[src/ithh_consts.svh]
`ifndef ITHH_CONSTS_SVH
`define ITHH_CONSTS_SVH
// ============================================================
// Port offsets and status layout.
`define ITHH_OFS_DATA 1'b0
`define ITHH_OFS_CTRL 1'b1
`define ITHH_BIT_SLOT 7
`define ITHH_BIT_READY 6
`define ITHH_BIT_ALARM 5
`define ITHH_BIT_FAULT 4
// Factory shunt pattern for base 02B2: installed shunt reads 1.
`define ITHH_SHUNT_DEFAULT 15'h7EA6
`define ITHH_BASE_DEFAULT 16'h02B2
// Settling time after reset.
`define ITHH_SETTLE_MS 500
`define ITHH_CLK_MHZ 100
`define ITHH_SETTLE_CYCLES (`ITHH_SETTLE_MS * 1000 * `ITHH_CLK_MHZ)
`endif

[src/ithh_pkg.sv]
package ithh_pkg;
  // ============================================================
  // Types.
  typedef struct packed {
    logic slot_empty;
    logic byte_ready;
    logic alarm;
    logic fault;
  } ithh_flags_t;
  typedef enum logic [2:0] {
    ITHH_SETTLE = 3'h1,
    ITHH_RUN = 3'h2,
    ITHH_FAULTED = 3'h4
  } ithh_state_t;
endpackage : ithh_pkg

[src/ithh_host_port.sv]
`timescale 1ns/1ns
`default_nettype none
`include "ithh_consts.svh"
// ============================================================
module ithh_host_port
  import ithh_pkg::*;
#(
  parameter int unsigned SETTLE_CYCLES = `ITHH_SETTLE_CYCLES,
  parameter logic [14:0] SHUNT_DEFAULT = `ITHH_SHUNT_DEFAULT
)
(
  // Clock and reset
  input wire logic core_clk,
  input wire logic resetn,
  // Host bus pins
  input wire logic [15:0] io_addr,
  input wire logic io_rd_n,
  input wire logic io_wr_n,
  input wire logic [7:0] io_wdata,
  output logic [7:0] io_rdata,
  output logic io_rdata_oe_n,
  // Address shunts, 1 = installed
  input wire logic [14:0] shunt_installed,
  // Coprocessor side
  output logic [7:0] cmd_byte,
  output logic cmd_valid,
  input wire logic cmd_take,
  input wire logic [7:0] resp_byte,
  input wire logic resp_load,
  input wire logic alarm_event,
  input wire logic alarm_clear,
  input wire logic board_fault,
  output logic soft_reset,
  // Indicator
  output logic fault_lamp
);
  // ============================================================
  // Pin synchronisers.
  logic [15:0] addr_s1;
  logic [15:0] addr_s2;
  logic [7:0] wdata_s1;
  logic [7:0] wdata_s2;
  logic [14:0] shunt_s1;
  logic [14:0] shunt_s2;
  logic [1:0] rd_s1;
  logic [1:0] wr_s1;
  logic rd_s2;
  logic wr_s2;
  logic rd_d;
  logic wr_d;
  always_ff @(posedge core_clk) begin
    addr_s1 <= io_addr;
    addr_s2 <= addr_s1;
    wdata_s1 <= io_wdata;
    wdata_s2 <= wdata_s1;
    shunt_s1 <= shunt_installed;
    shunt_s2 <= shunt_s1;
    rd_s1 <= {1'b0, ~io_rd_n};
    rd_s2 <= rd_s1[0];
    wr_s1 <= {1'b0, ~io_wr_n};
    wr_s2 <= wr_s1[0];
    rd_d <= rd_s2;
    wr_d <= wr_s2;
  end
  // ============================================================
  // Address decode.
  logic hit;
  ithh_addr_match u_match (
    .addr(addr_s2),
    .shunt_installed(shunt_s2),
    .hit(hit)
  );
  logic rd_start;
  logic wr_start;
  logic rd_end;
  logic is_ctrl;
  assign is_ctrl = addr_s2[0];
  assign rd_start = rd_s2 & ~rd_d & hit;
  assign wr_start = wr_s2 & ~wr_d & hit;
  assign rd_end = ~rd_s2 & rd_d;
  // ============================================================
  // Soft reset and settling.
  logic ctrl_write;
  logic any_reset;
  logic settling;
  assign ctrl_write = wr_start & (is_ctrl == `ITHH_OFS_CTRL);
  assign any_reset = ~resetn | soft_reset;
  ithh_settle_timer #(
    .CYCLES(SETTLE_CYCLES)
  ) u_settle (
    .core_clk(core_clk),
    .restart(any_reset),
    .busy(settling)
  );
  // ============================================================
  // Handshake state.
  ithh_flags_t flags;
  ithh_flags_t next_flags;
  logic [7:0] data_hold;
  logic [7:0] next_data_hold;
  logic [7:0] cmd_hold;
  logic [7:0] next_cmd_hold;
  logic next_soft_reset;
  logic reading_data;
  logic [7:0] next_rdata;
  logic next_oe_n;
  logic rd_active;
  logic next_rd_active;
  assign reading_data = rd_start & (is_ctrl == `ITHH_OFS_DATA);
  always_comb begin
    next_flags = flags;
    next_data_hold = data_hold;
    next_cmd_hold = cmd_hold;
    next_soft_reset = ctrl_write;
    next_rdata = io_rdata;
    next_oe_n = io_rdata_oe_n;
    next_rd_active = rd_active;
    if (wr_start && is_ctrl == `ITHH_OFS_DATA) begin
      next_cmd_hold = wdata_s2;
      next_flags.slot_empty = 1'b0;
    end else if (cmd_take) begin
      next_flags.slot_empty = 1'b1;
    end
    if (resp_load) begin
      next_data_hold = resp_byte;
      next_flags.byte_ready = 1'b1;
    end else if (reading_data) begin
      next_flags.byte_ready = 1'b0;
    end
    if (alarm_event) begin
      next_flags.alarm = 1'b1;
    end else if (alarm_clear) begin
      next_flags.alarm = 1'b0;
    end
    next_flags.fault = settling | board_fault;
    if (rd_start) begin
      next_rd_active = 1'b1;
      next_oe_n = 1'b0;
      if (is_ctrl == `ITHH_OFS_CTRL) begin
        next_rdata = {flags.slot_empty, flags.byte_ready,
                      flags.alarm, flags.fault, 4'h0};
      end else begin
        next_rdata = data_hold;
      end
    end else if (rd_end && rd_active) begin
      next_rd_active = 1'b0;
      next_oe_n = 1'b1;
    end
    if (any_reset) begin
      next_flags = '{slot_empty: 1'b1, byte_ready: 1'b0,
                     alarm: 1'b0, fault: 1'b1};
      next_data_hold = 8'h00;
      next_cmd_hold = 8'h00;
      next_rdata = 8'h00;
      next_oe_n = 1'b1;
      next_rd_active = 1'b0;
      if (!resetn) begin
        next_soft_reset = 1'b0;
      end
    end
  end
  always_ff @(posedge core_clk) begin
    flags <= next_flags;
    data_hold <= next_data_hold;
    cmd_hold <= next_cmd_hold;
    soft_reset <= next_soft_reset;
    io_rdata <= next_rdata;
    io_rdata_oe_n <= next_oe_n;
    rd_active <= next_rd_active;
    fault_lamp <= next_flags.fault;
    cmd_byte <= next_cmd_hold;
    cmd_valid <= ~next_flags.slot_empty;
  end

  // ============================================================
  // Factory base and settling checks.
  localparam logic [14:0] FACTORY_HI = 15'(`ITHH_BASE_DEFAULT >> 1);
  logic at_factory;
  logic [31:0] since_reset;
  logic [31:0] next_since_reset;
  assign at_factory = (shunt_s2 == SHUNT_DEFAULT);
  always_comb begin
    next_since_reset = since_reset;
    if (any_reset) begin
      next_since_reset = 32'h0;
    end else if (since_reset != 32'hFFFFFFFF) begin
      next_since_reset = since_reset + 32'h1;
    end
  end
  always_ff @(posedge core_clk) begin
    since_reset <= next_since_reset;
  end
endmodule : ithh_host_port
`default_nettype wire

[src/ithh_addr_match.sv]
`timescale 1ns/1ns
`default_nettype none
module ithh_addr_match
  import ithh_pkg::*;
(
  // Address and shunts
  input wire logic [15:0] addr,
  input wire logic [14:0] shunt_installed,
  // Result
  output logic hit
);
  // ============================================================
  // Decode: installed needs bit 0, removed needs bit 1.
  assign hit = (addr[15:1] == ~shunt_installed);
endmodule : ithh_addr_match
`default_nettype wire

[src/ithh_settle_timer.sv]
`timescale 1ns/1ns
`default_nettype none
module ithh_settle_timer
  import ithh_pkg::*;
#(
  parameter int unsigned CYCLES = 50000000
)
(
  // Clock and restart
  input wire logic core_clk,
  input wire logic restart,
  // Status
  output logic busy
);
  logic [31:0] count;
  logic [31:0] next_count;
  always_comb begin
    next_count = count;
    if (restart) begin
      next_count = 32'(CYCLES);
    end else if (count != 32'h0) begin
      next_count = count - 32'h1;
    end
  end
  always_ff @(posedge core_clk) begin
    count <= next_count;
  end
  assign busy = (count != 32'h0);
endmodule : ithh_settle_timer
`default_nettype wire

[config.mk]
export PLATFORM = sky130hd
export DESIGN_NAME = ithh_host_port
export DESIGN_NICKNAME = d
export VERILOG_FILES = /design/src/ithh_pkg.sv /design/src/ithh_host_port.sv /design/src/ithh_addr_match.sv /design/src/ithh_settle_timer.sv
export VERILOG_INCLUDE_DIRS = /design/src
export SDC_FILE = /design/constraint.sdc
export NUM_CORES = 1
export LEC_CHECK = 0
export ABC_AREA = 1
export BUFFER_PORTS_ARGS = -buffer_cell sky130_fd_sc_hd__buf_2
export CORE_MARGIN = 2
export CORE_UTILIZATION = 40
export CTS_CLUSTER_SIZE = 30
export DETAILED_ROUTE_END_ITERATION = 8
export GPL_TIMING_DRIVEN = 0
export SLEW_MARGIN = 15
export SYNTH_ARGS = -nofsm -noshare
export SYNTH_HDL_FRONTEND = slang
export SYNTH_SLANG_ARGS = --single-unit
[constraint.sdc]
create_clock -name core_clk -period 1.5 [get_ports core_clk]
set_input_delay 0.225 -clock core_clk [delete_from_list [all_inputs] [get_ports core_clk]]
set_output_delay 0.225 -clock core_clk [all_outputs]
set_load 0.02 [all_outputs]
# Word-level counts from Yosys, hierarchy flattened
# Index checks and enable logic that the tools add are counted.
# op_classes
addsub	1
n_eq_ne	1
mux	14
n_bitwise	18
n_reduce_logical	6
# ops
operator	n
$reduce_bool 32->1	1
$sub 32x1->32 const B	1
$eq 15x15->1	1
$not 15->15	1
$mux 1	12
$mux 8	1
$not 1->1	8
$and 1x1->1	7
$reduce_bool 2->1	3
$mux 4	1
$logic_and 1x1->1	2
$or 1x1->1	2
# totals
regBits	148
out_inout_bits	20
word_cells	64

# Logic depth before layout (Yosys ltp)
# depth
word_depth	8
ltp_mapped	12
ltp_nobuf	12

# By module
# Synthesis repeated with hierarchy kept, for this count alone.
# hier_totals
hier_cells	626
hier_area_um2	5087.4
# by_module_without_submodules
mod	n_inst	cells_per_inst	area_per_inst_um2	seq_area_each_um2
ithh_host_port	1	246	2932.8	2322.2
ithh_settle_timer	1	305	1868.0	640.6
ithh_addr_match	1	75	286.5	0.0

# Worst setup path before layout
# No wires, ideal clock.
# synth_timing
path_kind	reg-to-reg
startpoint	register u_settle.count[0]
endpoint	register u_settle.count[13]
setup_ns	0.125
t_arrival_ns	1.389
t_required_ns	1.375
path_slack_ns	-0.014
stages_incl_launch_ff	10
n_path_buf	0
path_cell_list	dfxtp_1 inv_1 ha_1 nand2_2 nor2_4 nand2_2 nor3_4 inv_2 nand2_1 nand2_1
# synth_between
elab_chain_len	1
# synth_lines
item	line	text
from (decl)	ithh_settle_timer.sv:15	logic [31:0] count;
from (signal assigned)	ithh_settle_timer.sv:26	count <= next_count;
$sub 32x1->32 or $reduce_bool 32->1 (tied branches)	ithh_settle_timer.sv:22, ithh_settle_timer.sv:21	
# Several ways; a longest one is shown, not always the timed one.
# A chain may end at the register's enable or synchronous reset.

# Worst setup path after layout
# layout_timing
startpoint	register u_settle.count[18]
endpoint	register u_settle.count[30]
# The elaborated chain is that of the path after synthesis.

==> flow_metrics.env <==
export IMPL_setup_slack_ns=-0.0283
export IMPL_hold_class="in -> reg"
export IMPL_cts_tree="done"
export IMPL_chipWidth_um=119
export IMPL_synth_area_per_cell_um2=7.95
export IMPL_outcome="complete, but fails checks"
export IMPL_syn_area_mm2=0.00527
export IMPL_ys_seq_elements=148
export IMPL_fmax_mhz=654
export IMPL_final_common_cell="nand2_1"
export IMPL_hpwl_um=8710
export IMPL_cts_made_buffers=17
export IMPL_fin_skew_ns=0.0118
export IMPL_ir_drop_mv=1.03
export IMPL_r2r_end="u_settle.count[30]$_SDFFE_PN0P_"
export IMPL_ys_warn_count=0
export IMPL_period_minus_slack_ns=1.53
export IMPL_cp_required_ns=1.84
export IMPL_pwr_share_clk_pct=43.8
export IMPL_ctsHtreeMaxLevel=4
export IMPL_path_clk_slew_ns=0.06
export IMPL_drc_errors=0
export IMPL_sw_frac_of_total_pct=25.4
export IMPL_die_area_mm2=0.0141
export IMPL_layout_common_cells="nand2_1 (148), dfxtp_1 (129), buf_2 (77)"
export IMPL_hold_viol=0
export IMPL_ctsRootBufferMaster="clkbuf_16"
export IMPL_io_pins=76
export IMPL_leakagePower_nw=3.51
export IMPL_gp_congestion=0.926
export IMPL_post_route_period_util_pct=102
export IMPL_power_switching_w=0.00237
export IMPL_overflow=0
export IMPL_clock_sinks=148
export IMPL_dpl_worst_slack_ns=-0.369
export IMPL_syn_to_final_growth_pct=46.0
export IMPL_antenna_found_initial=0
export IMPL_drt_iter0_markers=228
export IMPL_cp_startpoint="u_settle.count[18]$_SDFFE_PN0P_"
export IMPL_clock_latency_ns=0.42
export IMPL_routed_wl_um=13500
export IMPL_failed_checks="negative setup slack"
export IMPL_seq_power_share_pct=45.6
export IMPL_antenna_left=0
export IMPL_synth_area_leaders="dfxtp_1 (56%), nand2_1 (12%), nor2_1 (8.1%), inv_1 (5.2%), a21oi_1 (2.6%)"
export IMPL_finalMaxSlewViolations=0
export IMPL_cp_endpoint="u_settle.count[30]$_SDFFE_PN0P_"
export IMPL_die_y_um=119
export IMPL_p_int_w=0.00697
export IMPL_grt_max_degree=17
export IMPL_rsz0062_at_grt="true"
export IMPL_nNetsFinal=893
export IMPL_r2r_start="u_settle.count[18]$_SDFFE_PN0P_"
export IMPL_row_count=41
export IMPL_power_frac_comb_pct=10.6
export IMPL_max_slew_margin_rel_pct=58.3
export IMPL_routedWlPerCell_um=13.2
export IMPL_crit_type="reg -> reg"
export IMPL_floorplan_initialDensity_pct=41.4
export IMPL_cap_violations=0
export IMPL_first_pass_iters=4
export IMPL_syn_inst=662
export IMPL_power_density_mw_per_mm2=1210
export IMPL_first_global_vias=4400
export IMPL_synth_net_count=719
export IMPL_dp_cells=909
export IMPL_arrival_ns=1.87
export IMPL_final_util_pct=60.4
export IMPL_drive_gt1_share_pct=35.1
export IMPL_crit_fanout=3
export IMPL_viasPerCell=4.57
export IMPL_critPathLaunchType="flip-flop"
export IMPL_synth_top_area_share_pct=56.3
export IMPL_grt_pass1_wl_um=20900
export IMPL_ys_types=31
export IMPL_finalSetupViolCount=19
export IMPL_num_vias=4671
export IMPL_end_kind="flip-flop"
export IMPL_instances_no_fill=1021
export IMPL_core_mm2=0.0127
export IMPL_yosys_area_top_type="dfxtp_1"
export IMPL_track_usage_pct=19.1
export IMPL_total_power_w=0.00933
export IMPL_r2r_slack_ns=-0.03
export IMPL_worst_pin_slew_ns=0.623
export IMPL_clk_path_buf_depth=2
export IMPL_n_antenna_cell=0
export IMPL_fillers=1145
export IMPL_yosysSeqAreaShare_pct=56.3
export IMPL_reg2reg_depth=9
export IMPL_port_buffers=75
-- synthesized netlist by cell type --
master	number
nor2_2	9
nand2_2	4
dfxtp_1	148
clkinv_1	1
nand4_2	1
nand2_4	2
nand2_1	175
o21ai_1	5
xor2_1	7
buf_2	1
clkbuf_1	7
ha_1	1
xnor2_1	10
clkinv_2	1
o21ai_0	7
nand4_1	19
nor3_4	1
a211oi_1	1
a21oi_2	1
o21ai_2	1
nor2_1	114
buf_1	1
a21oi_1	27
nor2_4	6
buf_6	1
inv_1	73
a31oi_1	1
inv_2	7
nand3_1	19
nor3_1	9
o31ai_1	2
-- sequential cells by signal, summed over array words and instances, names as in the netlist, 4 cells and up --
name and cells:
u_settle.count 32, addr_s1 16, addr_s2 16, shunt_s1 15
shunt_s2 15, cmd_hold 8, data_hold 8, io_rdata 8
wdata_s1 8, wdata_s2 8, flags 4
-- power by group through the flow --
stage | Clock, W | Sequential [W] | Combinational [W]
final | 0.00409 | 0.00425 | 0.000988
after global routing | 0.00435 | 0.00427 | 0.00110
after CTS | 0.00417 | 0.00423 | 0.000832
after detailed placement | 0 | 0.00430 | 0.000676
after global placement | 0 | 0.00430 | 0.000665
after floorplan | 0 | 0.00428 | 0.000491
-- worst max-delay path, stage by stage, from the launching register on --
cell and delay, ns:
dfxtp_4 0.36, nor2_4 0.12, buf_6 0.10, buf_4 0.09, buf_4 0.09, nand2_2 0.06, nor2_4 0.12, nand4_1 0.15
xor2_1 0.19, nor3_1 0.17
-- how the worst min path moves through the flow --
stage / start / depth (start not counted) / endpoint
2_1_floorplan: io_addr[0] / 0 / addr_s1[0]$_DFF_P_
3_3_place_gp: shunt_s1[14]$_DFF_P_ / 0 / shunt_s2[14]$_DFF_P_
3_5_place_dp: addr_s1[15]$_DFF_P_ / 0 / addr_s2[15]$_DFF_P_
4_1_cts: board_fault / 3 / flags[0]$_SDFF_PN1_
5_1_grt: board_fault / 3 / flags[0]$_SDFF_PN1_
6_report: board_fault / 3 / flags[0]$_SDFF_PN1_
-- per-stage QoR --
stage          hold slack, ns  cell area [um^2]  TNS (ns)
5_1_grt                0.0283              7690     -4.36
6_report               0.0233              7690    -0.286
3_3_place_gp            0.311              5870     -7.82
3_5_place_dp            0.312              5870     -8.85
4_1_cts               0.00821              7180  -0.00501
2_1_floorplan           0.253              5280         0
-- metal layers --
metal  GRT usage, %  wire length [um]  up-vias
li1               -                 -     2406
met4           7.29               252        0
met3           5.98               621       16
met2           30.8              6550       98
met5              0                 0        -
met1           23.7              6070     2151
-- cell families after synthesis --
kind of cell / count (synthesis) / share of synthesized area [%]
AO/OA/AOI/OAI: 45 / 4.59
XOR/XNOR: 17 / 2.83
adder cells (fa/ha/maj): 1 / 0.238
buffers and inverters: 92 / 6.75
flip-flops: 148 / 56.3
AND/OR/NAND/NOR: 359 / 29.3
-- what timing repair did --
action	CTS	global route
hold buffers	42	0
setup endpoints to repair	51	54
pin swaps	17	55
buffers inserted	22	15
cloned	1	2
gates resized for setup	45	114
hold endpoints to repair	42	0
-- final cells by class --
cell class / count / area, um^2 / share of cell area, %
Clock inverter: 12 / 120 / 1.56
Clock buffer: 20 / 457 / 5.94
Multi-Input combinational cell: 423 / 2350 / 30.6
Tap cell: 172 / 215 / 2.80
Sequential cell: 148 / 2990 / 38.9
Inverter: 82 / 325 / 4.23
Timing Repair Buffer: 155 / 1180 / 15.3
Buffer: 9 / 51.3 / 0.667
Note: power is estimated with default switching activity, not from simulation.
